**config.mk**
```make
export PLATFORM = sky130hd
export DESIGN_NAME = serial2_ir_config
export DESIGN_NICKNAME = d
export VERILOG_FILES = /design/src/hw/serial2_ir_pkg.sv /design/src/hw/ir_blank_timer.sv /design/src/hw/serial2_ir_config.sv
export VERILOG_INCLUDE_DIRS = /design/src /design/src/hw
export SDC_FILE = /design/constraint.sdc
export NUM_CORES = 1
export LEC_CHECK = 0
export BUFFER_PORTS_ARGS = -buffer_cell sky130_fd_sc_hd__buf_2
export CAP_MARGIN = 20
export CORE_MARGIN = 2
export CORE_UTILIZATION = 40
export DETAILED_ROUTE_END_ITERATION = 10
export GPL_ROUTABILITY_DRIVEN = 0
export PLACE_DENSITY = 0.67
export SETUP_SLACK_MARGIN = 0.02
export SLEW_MARGIN = 10
export SYNTH_ARGS = -nofsm -noshare
export SYNTH_HDL_FRONTEND = slang
export SYNTH_SLANG_ARGS = --single-unit
export TNS_END_PERCENT = 10
```
**constraint.sdc**
```tcl
create_clock -name mclk -period 1.9 [get_ports mclk]
set_input_delay 0.095 -clock mclk [delete_from_list [all_inputs] [get_ports mclk]]
set_output_delay 0.095 -clock mclk [all_outputs]
set_load 0.05 [all_outputs]
```
**src/hw/serial2_ir_regs.svh**
```systemverilog
`ifndef SERIAL2_IR_REGS_SVH
`define SERIAL2_IR_REGS_SVH

// ----------------------------------------------------------------------------
// Register indices; the byte address is four times the index.
// ----------------------------------------------------------------------------
`define IDX_PORT2_MODE 8'hF0
`define IDX_IR_OPTION 8'hF1
`define IDX_HD_TIMEOUT 8'hF2

// ----------------------------------------------------------------------------
// Reset values.
// ----------------------------------------------------------------------------
`define RST_PORT2_MODE 8'h00
`define RST_IR_OPTION 8'h02
`define RST_HD_TIMEOUT 8'h03

// ----------------------------------------------------------------------------
// Field positions.
// ----------------------------------------------------------------------------
`define MODE_MIDI_BIT 0
`define MODE_HS_BIT 1
`define OPT_RXPOL_BIT 0
`define OPT_TXPOL_BIT 1
`define OPT_DUPLEX_BIT 2
`define OPT_IRMODE_LSB 3
`define OPT_IRMODE_MSB 5
`define OPT_LOC_BIT 6

// ----------------------------------------------------------------------------
// Infrared mode codes.
// ----------------------------------------------------------------------------
`define IRMODE_STD 3'h0
`define IRMODE_IRDA 3'h1
`define IRMODE_ASK 3'h2

// ----------------------------------------------------------------------------
// Timing: blanking step, longest blanking and clock period.
// ----------------------------------------------------------------------------
`define BLANK_STEP_NS 100000
`define BLANK_MAX_NS 10000000
`define MCLK_PERIOD_NS 100

`endif

```
**src/hw/serial2_ir_pkg.sv**
```systemverilog
package serial2_ir_pkg;

  // --------------------------------------------------------------------------
  // Register contents and decoded modes.
  // --------------------------------------------------------------------------

  // Decoded infrared encoding.
  typedef enum logic [1:0] {IR_STANDARD, IR_IRDA, IR_ASK, IR_RESERVED} ir_mode_e;

  // Port mode register: implemented bits only.
  typedef struct packed {
    logic high_speed;
    logic midi;
  } mode_s;

  // Infrared option register: implemented bits only.
  typedef struct packed {
    logic alt_pins;
    logic [2:0] ir_mode;
    logic half_duplex;
    logic tx_active_low;
    logic rx_active_low;
  } opt_s;

  // All configuration state.
  typedef struct packed {
    mode_s mode;
    opt_s opt;
    logic [7:0] timeout;
  } cfg_s;

  // Whole state of the top module.
  typedef struct packed {
    cfg_s cfg;
    logic wr_pend;
    logic [7:0] wr_idx;
    logic [31:0] rdata;
    logic [1:0] hbr_sync;
    logic [1:0] rx_sync;
    logic [1:0] alt_rx_sync;
    logic tx_pin;
    logic alt_tx_pin;
    logic rxd;
  } state_s;

endpackage : serial2_ir_pkg

```
**src/hw/ir_blank_timer.sv**
```systemverilog
`timescale 1ns/1ps
`include "serial2_ir_regs.svh"

// Receive blanking for half duplex: active while transmitting and for a
// programmed number of steps after transmission ends.
module ir_blank_timer #(
  parameter int UNIT_CYCLES = (`BLANK_STEP_NS + `MCLK_PERIOD_NS - 1) / `MCLK_PERIOD_NS
) (
  input wire logic mclk,
  input wire logic nrst,
  input wire logic enable,
  input wire logic tx_active,
  input wire logic [7:0] units,
  output logic blank
);

  // --------------------------------------------------------------------------
  // Parameter check.
  // --------------------------------------------------------------------------
  if (UNIT_CYCLES < 1 || UNIT_CYCLES > 65535)
  begin : g_bad_unit
    $error("UNIT_CYCLES must lie between 1 and 65535.");
  end

  typedef enum logic [1:0] {ST_IDLE, ST_TX, ST_HOLD} phase_e;

  typedef struct packed {
    phase_e phase;
    logic [7:0] units_left;
    logic [15:0] cycles_left;
  } tstate_s;

  tstate_s s_q, s_d;

  // Next state of the blanking sequencer.
  always_comb
  begin
    s_d = s_q;
    case (s_q.phase)
      ST_IDLE:
      begin
        if (enable && tx_active)
        begin
          s_d.phase = ST_TX;
        end
      end
      ST_TX:
      begin
        // Transmission ended: zero steps means no extra blanking.
        if (!tx_active)
        begin
          s_d.units_left = units;
          s_d.cycles_left = 16'(UNIT_CYCLES - 1);
          s_d.phase = (units == 8'h00) ? ST_IDLE : ST_HOLD;
        end
      end
      ST_HOLD:
      begin
        if (tx_active)
        begin
          s_d.phase = ST_TX;
        end
        else if (s_q.cycles_left != 16'h0000)
        begin
          s_d.cycles_left = s_q.cycles_left - 16'h0001;
        end
        else if (s_q.units_left <= 8'h01)
        begin
          s_d.phase = ST_IDLE;
        end
        else
        begin
          // One more step of the programmed delay.
          s_d.units_left = s_q.units_left - 8'h01;
          s_d.cycles_left = 16'(UNIT_CYCLES - 1);
        end
      end
      default:
      begin
        s_d.phase = ST_IDLE;
      end
    endcase
    if (!enable)
    begin
      s_d.phase = ST_IDLE;
    end
  end

  // State register.
  always_ff @(posedge mclk or negedge nrst)
  begin
    if (!nrst)
    begin
      s_q <= '{phase: ST_IDLE, units_left: 8'h00, cycles_left: 16'h0000};
    end
    else
    begin
      s_q <= s_d;
    end
  end

  // Blank while transmitting and during the hold time.
  assign blank = enable && (tx_active || s_q.phase != ST_IDLE);

endmodule : ir_blank_timer

```
**src/hw/serial2_ir_config.sv**
```systemverilog
`timescale 1ns/1ps
`include "serial2_ir_regs.svh"

module serial2_ir_config #(
  parameter int UNIT_CYCLES = (`BLANK_STEP_NS + `MCLK_PERIOD_NS - 1) / `MCLK_PERIOD_NS,
  parameter int MAX_UNITS = `BLANK_MAX_NS / `BLANK_STEP_NS
) (
  input wire logic mclk,
  input wire logic nrst,
  // Host bus reset from outside; reloads the three configuration registers.
  input wire logic host_bus_reset,
  // AHB-Lite slave port.
  input wire logic hsel,
  input wire logic [31:0] haddr,
  input wire logic [1:0] htrans,
  input wire logic hwrite,
  input wire logic [2:0] hsize,
  input wire logic [31:0] hwdata,
  input wire logic hready,
  output logic hreadyout,
  output logic hresp,
  output logic [31:0] hrdata,
  // UART core side, same clock.
  input wire logic uart_txd,
  input wire logic uart_tx_active,
  output logic uart_rxd,
  output logic midi_enable,
  output logic high_speed_enable,
  output serial2_ir_pkg::ir_mode_e ir_mode,
  // Line side pins.
  output logic port2_transmit_pin,
  input wire logic port2_receive_pin,
  output logic alt_infrared_transmit_pin,
  input wire logic alt_infrared_receive_pin
);

  // --------------------------------------------------------------------------
  // Parameter checks.
  // --------------------------------------------------------------------------
  if (MAX_UNITS < 1 || MAX_UNITS > 255)
  begin : g_bad_max
    $error("MAX_UNITS must lie between 1 and 255.");
  end

  // --------------------------------------------------------------------------
  // Helper functions.
  // --------------------------------------------------------------------------

  // Register index of a bus address, or zero when not word aligned in range.
  function automatic logic [7:0] reg_index(input logic [31:0] addr);
    logic [7:0] idx;
    idx = 8'h00;
    if (addr[31:10] == 22'h000000 && addr[1:0] == 2'b00)
    begin
      idx = addr[9:2];
    end
    return idx;
  endfunction : reg_index

  // Decode of the three-bit infrared mode field.
  function automatic serial2_ir_pkg::ir_mode_e decode_mode(input logic [2:0] code);
    serial2_ir_pkg::ir_mode_e m;
    case (code)
      `IRMODE_STD: m = serial2_ir_pkg::IR_STANDARD;
      `IRMODE_IRDA: m = serial2_ir_pkg::IR_IRDA;
      `IRMODE_ASK: m = serial2_ir_pkg::IR_ASK;
      default: m = serial2_ir_pkg::IR_RESERVED;
    endcase
    return m;
  endfunction : decode_mode

  // Configuration after any reset.
  function automatic serial2_ir_pkg::cfg_s cfg_reset();
    serial2_ir_pkg::cfg_s c;
    c.mode = serial2_ir_pkg::mode_s'(2'(`RST_PORT2_MODE));
    c.opt = serial2_ir_pkg::opt_s'(7'(`RST_IR_OPTION));
    c.timeout = `RST_HD_TIMEOUT;
    return c;
  endfunction : cfg_reset

  // --------------------------------------------------------------------------
  // State and wires.
  // --------------------------------------------------------------------------

  // All registers of the block.
  serial2_ir_pkg::state_s s_q, s_d;

  // Address phase accepted this cycle.
  logic addr_take;

  // Receive blanking request from the timer.
  logic rx_blank;

  // Timeout value clamped to the longest delay.
  logic [7:0] units_clamped;

  // Decoded encoding in use.
  serial2_ir_pkg::ir_mode_e mode_now;

  // True for an infrared encoding.
  logic ir_on;

  // Raw level of the selected receive pin, already synchronised.
  logic rx_raw;

  // Light seen on the receiver after polarity.
  logic rx_light;

  // Light to send on the transmitter.
  logic tx_light;

  // Transmit pin level after polarity.
  logic tx_level;

  // Read data for the decoded index.
  logic [31:0] rd_word;

  // --------------------------------------------------------------------------
  // Line side decode.
  // --------------------------------------------------------------------------

  // Encoding chosen by the mode field; reserved codes act as standard.
  assign mode_now = decode_mode(s_q.cfg.opt.ir_mode);

  // Only the two defined infrared encodings drive the optics.
  assign ir_on = (mode_now == serial2_ir_pkg::IR_IRDA) || (mode_now == serial2_ir_pkg::IR_ASK);

  // Receive source follows the location select in infrared modes.
  assign rx_raw = (ir_on && s_q.cfg.opt.alt_pins) ? s_q.alt_rx_sync[1] : s_q.rx_sync[1];

  // Polarity of the infrared receiver.
  assign rx_light = s_q.cfg.opt.rx_active_low ? ~rx_raw : rx_raw;

  // A space on the serial line is sent as light.
  assign tx_light = ir_on && !uart_txd;

  // Polarity of the infrared transmitter.
  assign tx_level = s_q.cfg.opt.tx_active_low ? ~tx_light : tx_light;

  // Timeouts past the longest delay are held at the limit.
  assign units_clamped = (s_q.cfg.timeout > 8'(MAX_UNITS)) ? 8'(MAX_UNITS) : s_q.cfg.timeout;

  // --------------------------------------------------------------------------
  // Half duplex blanking timer.
  // --------------------------------------------------------------------------

  // Blanking only runs in half duplex with an infrared encoding.
  ir_blank_timer #(
    .UNIT_CYCLES(UNIT_CYCLES)
  ) u_blank (
    .mclk(mclk),
    .nrst(nrst),
    .enable(ir_on && s_q.cfg.opt.half_duplex),
    .tx_active(uart_tx_active),
    .units(units_clamped),
    .blank(rx_blank)
  );

  // --------------------------------------------------------------------------
  // Bus decode.
  // --------------------------------------------------------------------------

  // A transfer is taken when selected, active and the bus is ready.
  assign addr_take = hsel && htrans[1] && hready;

  // Read mux; unmapped indices and reserved bits read as zero.
  always_comb
  begin
    rd_word = 32'h00000000;
    case (reg_index(haddr))
      `IDX_PORT2_MODE:
      begin
        // Two live mode bits.
        rd_word[`MODE_MIDI_BIT] = s_q.cfg.mode.midi;
        rd_word[`MODE_HS_BIT] = s_q.cfg.mode.high_speed;
      end
      `IDX_IR_OPTION:
      begin
        // Seven live option bits.
        rd_word[`OPT_RXPOL_BIT] = s_q.cfg.opt.rx_active_low;
        rd_word[`OPT_TXPOL_BIT] = s_q.cfg.opt.tx_active_low;
        rd_word[`OPT_DUPLEX_BIT] = s_q.cfg.opt.half_duplex;
        rd_word[`OPT_IRMODE_MSB:`OPT_IRMODE_LSB] = s_q.cfg.opt.ir_mode;
        rd_word[`OPT_LOC_BIT] = s_q.cfg.opt.alt_pins;
      end
      `IDX_HD_TIMEOUT:
      begin
        // Full timeout byte.
        rd_word[7:0] = s_q.cfg.timeout;
      end
      default:
      begin
        rd_word = 32'h00000000;
      end
    endcase
  end

  // --------------------------------------------------------------------------
  // Next state.
  // --------------------------------------------------------------------------

  // Bus writes, synchronisers and registered pin levels.
  always_comb
  begin
    s_d = s_q;

    // Two flip-flops on every input from outside the clock domain.
    s_d.hbr_sync = {s_q.hbr_sync[0], host_bus_reset};
    s_d.rx_sync = {s_q.rx_sync[0], port2_receive_pin};
    s_d.alt_rx_sync = {s_q.alt_rx_sync[0], alt_infrared_receive_pin};

    // Data phase of a write stores the low byte.
    s_d.wr_pend = 1'b0;
    if (s_q.wr_pend)
    begin
      case (s_q.wr_idx)
        `IDX_PORT2_MODE:
        begin
          // Upper mode bits are dropped.
          s_d.cfg.mode.midi = hwdata[`MODE_MIDI_BIT];
          s_d.cfg.mode.high_speed = hwdata[`MODE_HS_BIT];
        end
        `IDX_IR_OPTION:
        begin
          // Option bit 7 is dropped.
          s_d.cfg.opt.rx_active_low = hwdata[`OPT_RXPOL_BIT];
          s_d.cfg.opt.tx_active_low = hwdata[`OPT_TXPOL_BIT];
          s_d.cfg.opt.half_duplex = hwdata[`OPT_DUPLEX_BIT];
          s_d.cfg.opt.ir_mode = hwdata[`OPT_IRMODE_MSB:`OPT_IRMODE_LSB];
          s_d.cfg.opt.alt_pins = hwdata[`OPT_LOC_BIT];
        end
        `IDX_HD_TIMEOUT:
        begin
          // All eight bits are kept.
          s_d.cfg.timeout = hwdata[7:0];
        end
        default:
        begin
          // Writes to unmapped indices are dropped.
          s_d.cfg = s_q.cfg;
        end
      endcase
    end

    // Address phase: latch a write, or capture read data.
    if (addr_take)
    begin
      s_d.wr_pend = hwrite;
      s_d.wr_idx = reg_index(haddr);
      if (!hwrite)
      begin
        // Read data stands from the next cycle.
        s_d.rdata = rd_word;
      end
    end

    // Host bus reset reloads the reset defaults over any write.
    if (s_q.hbr_sync[1])
    begin
      s_d.cfg = cfg_reset();
    end

    // Serial pin idles at mark whenever infrared owns the other pins.
    s_d.tx_pin = (ir_on && s_q.cfg.opt.alt_pins) ? 1'b1 : (ir_on ? tx_level : uart_txd);

    // Alternate transmitter rests at the dark level when unused.
    s_d.alt_tx_pin = (ir_on && s_q.cfg.opt.alt_pins) ? tx_level : s_q.cfg.opt.tx_active_low;

    // Received bit: light means space; blanked input reads as mark.
    if (rx_blank)
    begin
      s_d.rxd = 1'b1;
    end
    else
    begin
      s_d.rxd = ir_on ? ~rx_light : rx_raw;
    end
  end

  // --------------------------------------------------------------------------
  // State register.
  // --------------------------------------------------------------------------

  // Power-on reset loads constants only.
  always_ff @(posedge mclk or negedge nrst)
  begin
    if (!nrst)
    begin
      s_q.cfg.mode <= serial2_ir_pkg::mode_s'(2'(`RST_PORT2_MODE));
      s_q.cfg.opt <= serial2_ir_pkg::opt_s'(7'(`RST_IR_OPTION));
      s_q.cfg.timeout <= `RST_HD_TIMEOUT;
      s_q.wr_pend <= 1'b0;
      s_q.wr_idx <= 8'h00;
      s_q.rdata <= 32'h00000000;
      s_q.hbr_sync <= 2'b00;
      // Receive chains idle at mark.
      s_q.rx_sync <= 2'b11;
      s_q.alt_rx_sync <= 2'b11;
      s_q.tx_pin <= 1'b1;
      s_q.alt_tx_pin <= 1'b1;
      s_q.rxd <= 1'b1;
    end
    else
    begin
      s_q <= s_d;
    end
  end

  // --------------------------------------------------------------------------
  // Outputs.
  // --------------------------------------------------------------------------

  // The slave never stretches a transfer and always answers OKAY.
  assign hreadyout = 1'b1;
  assign hresp = 1'b0;
  assign hrdata = s_q.rdata;

  // Configuration seen by the UART core.
  assign midi_enable = s_q.cfg.mode.midi;
  assign high_speed_enable = s_q.cfg.mode.high_speed;
  assign ir_mode = mode_now;

  // Registered line levels.
  assign port2_transmit_pin = s_q.tx_pin;
  assign alt_infrared_transmit_pin = s_q.alt_tx_pin;
  assign uart_rxd = s_q.rxd;

endmodule : serial2_ir_config

```
== Word-level counts from Yosys, hierarchy flattened ==
Cells that the tools add are included.
Word-level totals
  register bits after elaboration: 69
  bits in latches: 0
  RAM bits: 0
  ROM bits: 0
  bits of input ports: 79
  output and inout port bits: 41
  memories kept: 0
Operators by class
  add/subtract/negate cells: 2
  multipliers: 0
  div/mod/pow operators: 0
  $lt $le $gt $ge: 2
  equal/unequal tests: 21
  shift-type cells: 0
  muxes and demuxes: 33
  bitwise gates (word level): 4
  reductions and logical operators: 30
Operators by type and width (count)
  $eq A8 B8 Y1 const B: 6
  $mux W24: 2
  $pmux W24 S2: 1
  $mux W41: 1
  $mux W17: 2
  $mux W8: 4
  $mux W26: 1
  $logic_not A22 Y1: 1
  $pmux W2 S3: 3
  $mux W16: 1
  $reduce_bool A16 Y1: 1
  $sub A16 B1 Y16 const B: 1
  $mux W2: 6
  $reduce_bool A2 Y1: 6
  $mux W10: 1
  $pmux W5 S2: 1
  $mux W1: 9
  $gt A8 B7 Y1 const B: 1
  $le A8 B1 Y1 const B: 1
  $logic_and A1 B1 Y1: 8
  $logic_not A8 Y1: 1
  $ne A2 B2 Y1 const B: 4
  $ne A4 B4 Y1 const B: 2
  $reduce_and A2 Y1: 4
  15 further kinds: 24

== Logic depth before layout (Yosys ltp) ==
  depth in word-level cells: 11
  mapped depth: 9

== By module ==
Synthesis repeated with hierarchy kept, for this count alone.
Unflattened totals
  cell total of the unflattened synthesis: 404
  area total of the unflattened synthesis: 3837.4 µm²
By module, submodules not included
  serial2_ir_config: times used 1, cells an instance 238, area an instance 2299.7 µm²
  ir_blank_timer: times used 1, cells an instance 166, area an instance 1537.7 µm²

== Worst setup path after synthesis ==
OpenSTA, ideal clock, no wires.
  path kind: register to register
  start: reg u_blank.s_q[0] (netlist name)
  end: reg u_blank.s_q[21] (netlist name)
  library setup time: 121 ps
  arrival time: 1839 ps
  slack: -60 ps
  stages on the path, launching flop included: 9
  clock period less this slack: 1960 ps
  cells stage by stage: dfrtp_1 -> inv_1 -> ha_1 -> nor4b_2 -> nand4_1 -> buf_2 -> o21ai_2 -> nand2_1 -> a22o_1
On the way
  word-level cells in the longest chain between the ends: 3
Ends and longest elaborated chain
  start, declared: RTL line ir_blank_timer.sv:33  | tstate_s s_q, s_d;
  start signal, assigned: RTL line ir_blank_timer.sv:94  | s_q <= '{phase: ST_IDLE, units_left: 8'h00, cycles_left: 16'h0000};
  $reduce_bool A16 Y1: RTL line ir_blank_timer.sv:63  | else if (s_q.cycles_left != 16'h0000)
  $ne A2 B2 Y1 (no line)
  $reduce_and A5 Y1 (no line)
Every way passes these cells.
A chain may end at the register's enable or synchronous reset.

== Worst setup path after layout ==
  start: reg s_q[47] (netlist name)
  end: reg s_q[54] (netlist name)
On the way
  word-level cells in the longest chain between the ends: 3
Ends and longest elaborated chain
  start, declared: RTL line serial2_ir_config.sv:86  | serial2_ir_pkg::state_s s_q, s_d;
  $eq A8 B8 Y1: RTL line serial2_ir_config.sv:216  | case (s_q.wr_idx)
  $reduce_bool A2 Y1 (no line)
  $reduce_and A2 Y1 (no line)
Every way passes these cells.

==> run metrics <==
CTS root buf=clkbuf_8; outcome=finished clean; Post-synth EDFFs=0; VDD IR max=0.2891 mV; Reg power frac=44.8%; Critical Path Start=s_q[47]; clk buf depth=2; met3 WL=451 um; mapped cell area=3928 um2; post-layout util=51.87%; vias in the first global route=3376; post-synthesis xor/xnor area fraction=0.2230%; Crit path arrival time=2.09 ns; die width=103.1 um; GRT overflow=0; Max Cap Viol=0; max incr delay on CP=0.51 ns; CTS buffer count=9; Leak Pwr=2.354 nW; WP buf/inv=1; Setup crit end kind=flop; commonest non-fill, non-tap cell in the layout=buf_2; FFs w/ async S/R, synth=100.0%; n_diodes=0; Initial Utilization=40.75%; IO Port Bufs=65; flop2flop setup slack=0.02 ns; Worst path depth=6; DRC Markers=0; H-tree Lvls=3; FF-to-FF Start=s_q[47]; post-route ant nets=0; average size of a mapped cell=9.155 um2; clock slew at reported path FFs=0.08 ns; layout cell share with drive strength beyond 1=30.37%; Worst R2R End=s_q[54]; Routed WL per cell=13.93 um; GRT Total Usage=18.30%; M1 WL=4205 um; IO Count=120; Post-Synth Adder-Cell Area=2.549%; Power Total=3.460 mW; HP Class=input pin to flop; first-pass GRT wire length=15380 um; WL final=9372 um; layout net count=622; final worst path period need=1.882 ns; number of synthesized register bits=69; crit path max-delay cell type=or4b_4; worst slew pin tran=0.6545 ns; Pint=2.579 mW; Synth cell types=59; Setup WS pre-CTS=-0.08542 ns; Slew HR=56.37%; largest net degree at the start of global routing=70; Synthesis Warnings=0; power density over cell area=691.9 nW/um2; critical path endpoint=s_q[54]; Fmax achieved=531.3 MHz; Crit Path Max Fanout=5; highest metal layer with signal wires=met4; RSZ-0062 raised after global routing=true; sequential-to-total area share from yosys stat=44.28%; P_sw=0.8802 mW; clk_skew=0.01535 ns; switch share=25.44%; clk sink count=69; Setup CP Type=flop to flop; Pins Over Slew Limit=0; largest family of logic cells by synthesized area=simple AND/OR/NAND/NOR gates; core footprint=9639 um2; via count=3492; row cnt=36; # setup viols final=0; DP Wirelength=6754 um; Final Cycle Share=99.07%; mux share of post-synthesis cell area=5.097%; Routed met2 length=4560 um; CP required=2.10 ns; worst r2r path cells=6; post-synthesis simple-gate area fraction=23.22%; synthesis-to-layout area growth=27.30%; initial DRC count=146; Pre-Repair DR Iteration Count=4; top_reg_cell synth=dfrtp_1; die span in y=103.1 um; gate count of the mapped netlist=429; setup ws final=0.01768 ns; Via density=5.189; initial antenna violation count=0; kind of cell adding the most delay to the critical path=simple AND/OR/NAND/NOR gates; CTS tree=done; Critical Path Start Type=flop; Fin. Hold Viols=0; clock power share=42.3%; die area=10630 um2; area fraction in compound gates after synthesis=15.13%; most frequent cells in the layout=buf_2, dfrtp_1, nor2_1; combinational share of power=12.9%; clk_lat worst skew=0.34 ns; critical path, cell by cell=nand4_1 > or4b_4 > or3b_4 > buf_6 > mux2i_1 > nor2_1
## logic make-up (layout without fill, tap and decap cells)
logic type / Yosys count / count (layout)
AND/OR/NAND/NOR: 182 / 182
AO/OA/AOI/OAI: 87 / 87
adder cells (fa/ha/maj): 8 / 8
flip-flops: 69 / 69
XOR/XNOR: 1 / 1
other: 2 / 26
buffers and inverters: 60 / 147
multiplexers: 20 / 20
## worst min path at each step
stage	cells past startpoint	startpoint	endpoint
global route	2	uart_txd	port2_transmit_pin
floorplan	0	nrst	high_speed_enable
CTS	3	hwdata[7]	s_q[57]
finish	3	hwdata[7]	s_q[57]
detailed placement	2	nrst	s_q[47]
global placement	2	nrst	s_q[47]
## Yosys cell counts (all sizes together) (3+ instances only)
cell | count | area share, %
or3 | 5 | 0.80
or3b | 3 | 0.67
nor4b | 3 | 0.83
clkbuf | 12 | 1.2
and2 | 7 | 1.1
a211o | 3 | 0.67
nand4 | 6 | 0.96
nor4 | 10 | 1.9
o31ai | 5 | 1.1
mux2i | 20 | 5.1
dfrtp | 59 | 38
dfstp | 10 | 6.7
nor2b | 7 | 1.1
a22o | 6 | 1.3
nor3 | 8 | 1.1
a221o | 6 | 1.5
ha | 8 | 2.5
nand2b | 4 | 0.64
a21oi | 16 | 2.0
o311ai | 3 | 0.67
a31oi | 6 | 0.96
nand3 | 12 | 1.5
o21ai | 25 | 3.3
nand2 | 49 | 4.7
and4 | 3 | 0.67
o211ai | 3 | 0.57
nor2 | 57 | 5.4
buf | 39 | 7.3
inv | 9 | 0.86
## power groups by stage
| stage | registers (mW) | clock network [mW] | logic (mW) |
|---|---|---|---|
| after floorplan | 1.58 | 0 | 0.271 |
| after global placement | 1.57 | 0 | 0.406 |
| after detailed placement | 1.57 | 0 | 0.413 |
| after CTS | 1.55 | 1.49 | 0.436 |
| after global routing | 1.55 | 1.56 | 0.486 |
| final | 1.55 | 1.46 | 0.445 |
## sequential cells by signal, summed over array words and instances (netlist names)
signal,cells
hrdata,8
midi_enable,1
u_blank.s_q,26
s_q,27
alt_infrared_transmit_pin,1
high_speed_enable,1
port2_transmit_pin,1
s_d,3
uart_rxd,1
## routing by layer
metal,vias to the layer above,track usage (%)
met5,-,0
met2,110,31.37
li1,1687,-
met1,1680,23.56
met3,15,2.780
met4,0,6.377
## tightest hold or removal path, stage by stage
cell     delay [ns]
buf_2          0.08
mux2i_1        0.05
nor2_1         0.08
## through the flow
| step | area [um2] | hold slack [ns] | cells | TNS, ns |
|---|---|---|---|---|
| floorplan | 4028 | -0.2006 | 453 | -0.003023 |
| global placement | 4544 | 0.1450 | 646 | -0.4120 |
| detailed placement | 4544 | 0.1471 | 646 | -1.057 |
| CTS | 4954 | 0.0006867 | 672 | -0.005840 |
| global route | 5000 | 0.01128 | 673 | -2.025 |
| finish | 5000 | 0.009843 | 673 | 0 |
## what timing repair did
action,4_1_cts,5_1_grt
gates cloned,1,0
endpoints found under the setup margin,32,39
gates resized for setup,20,11
pin swaps,12,3
buffers inserted,1,1
hold endpoints to repair,66,0
hold buffers,8,0
## cell type report
cell class	instances	area (um2)
Tap cell	133	166.4
Clock inverter	4	97.59
Clock buffer	12	145.1
Inverter	9	33.78
Timing Repair Buffer	122	808.3
Multi-Input combinational cell	324	2009
Sequential cell	69	1739
Fill cell	894	4639
(Power assumes the default switching activity.)
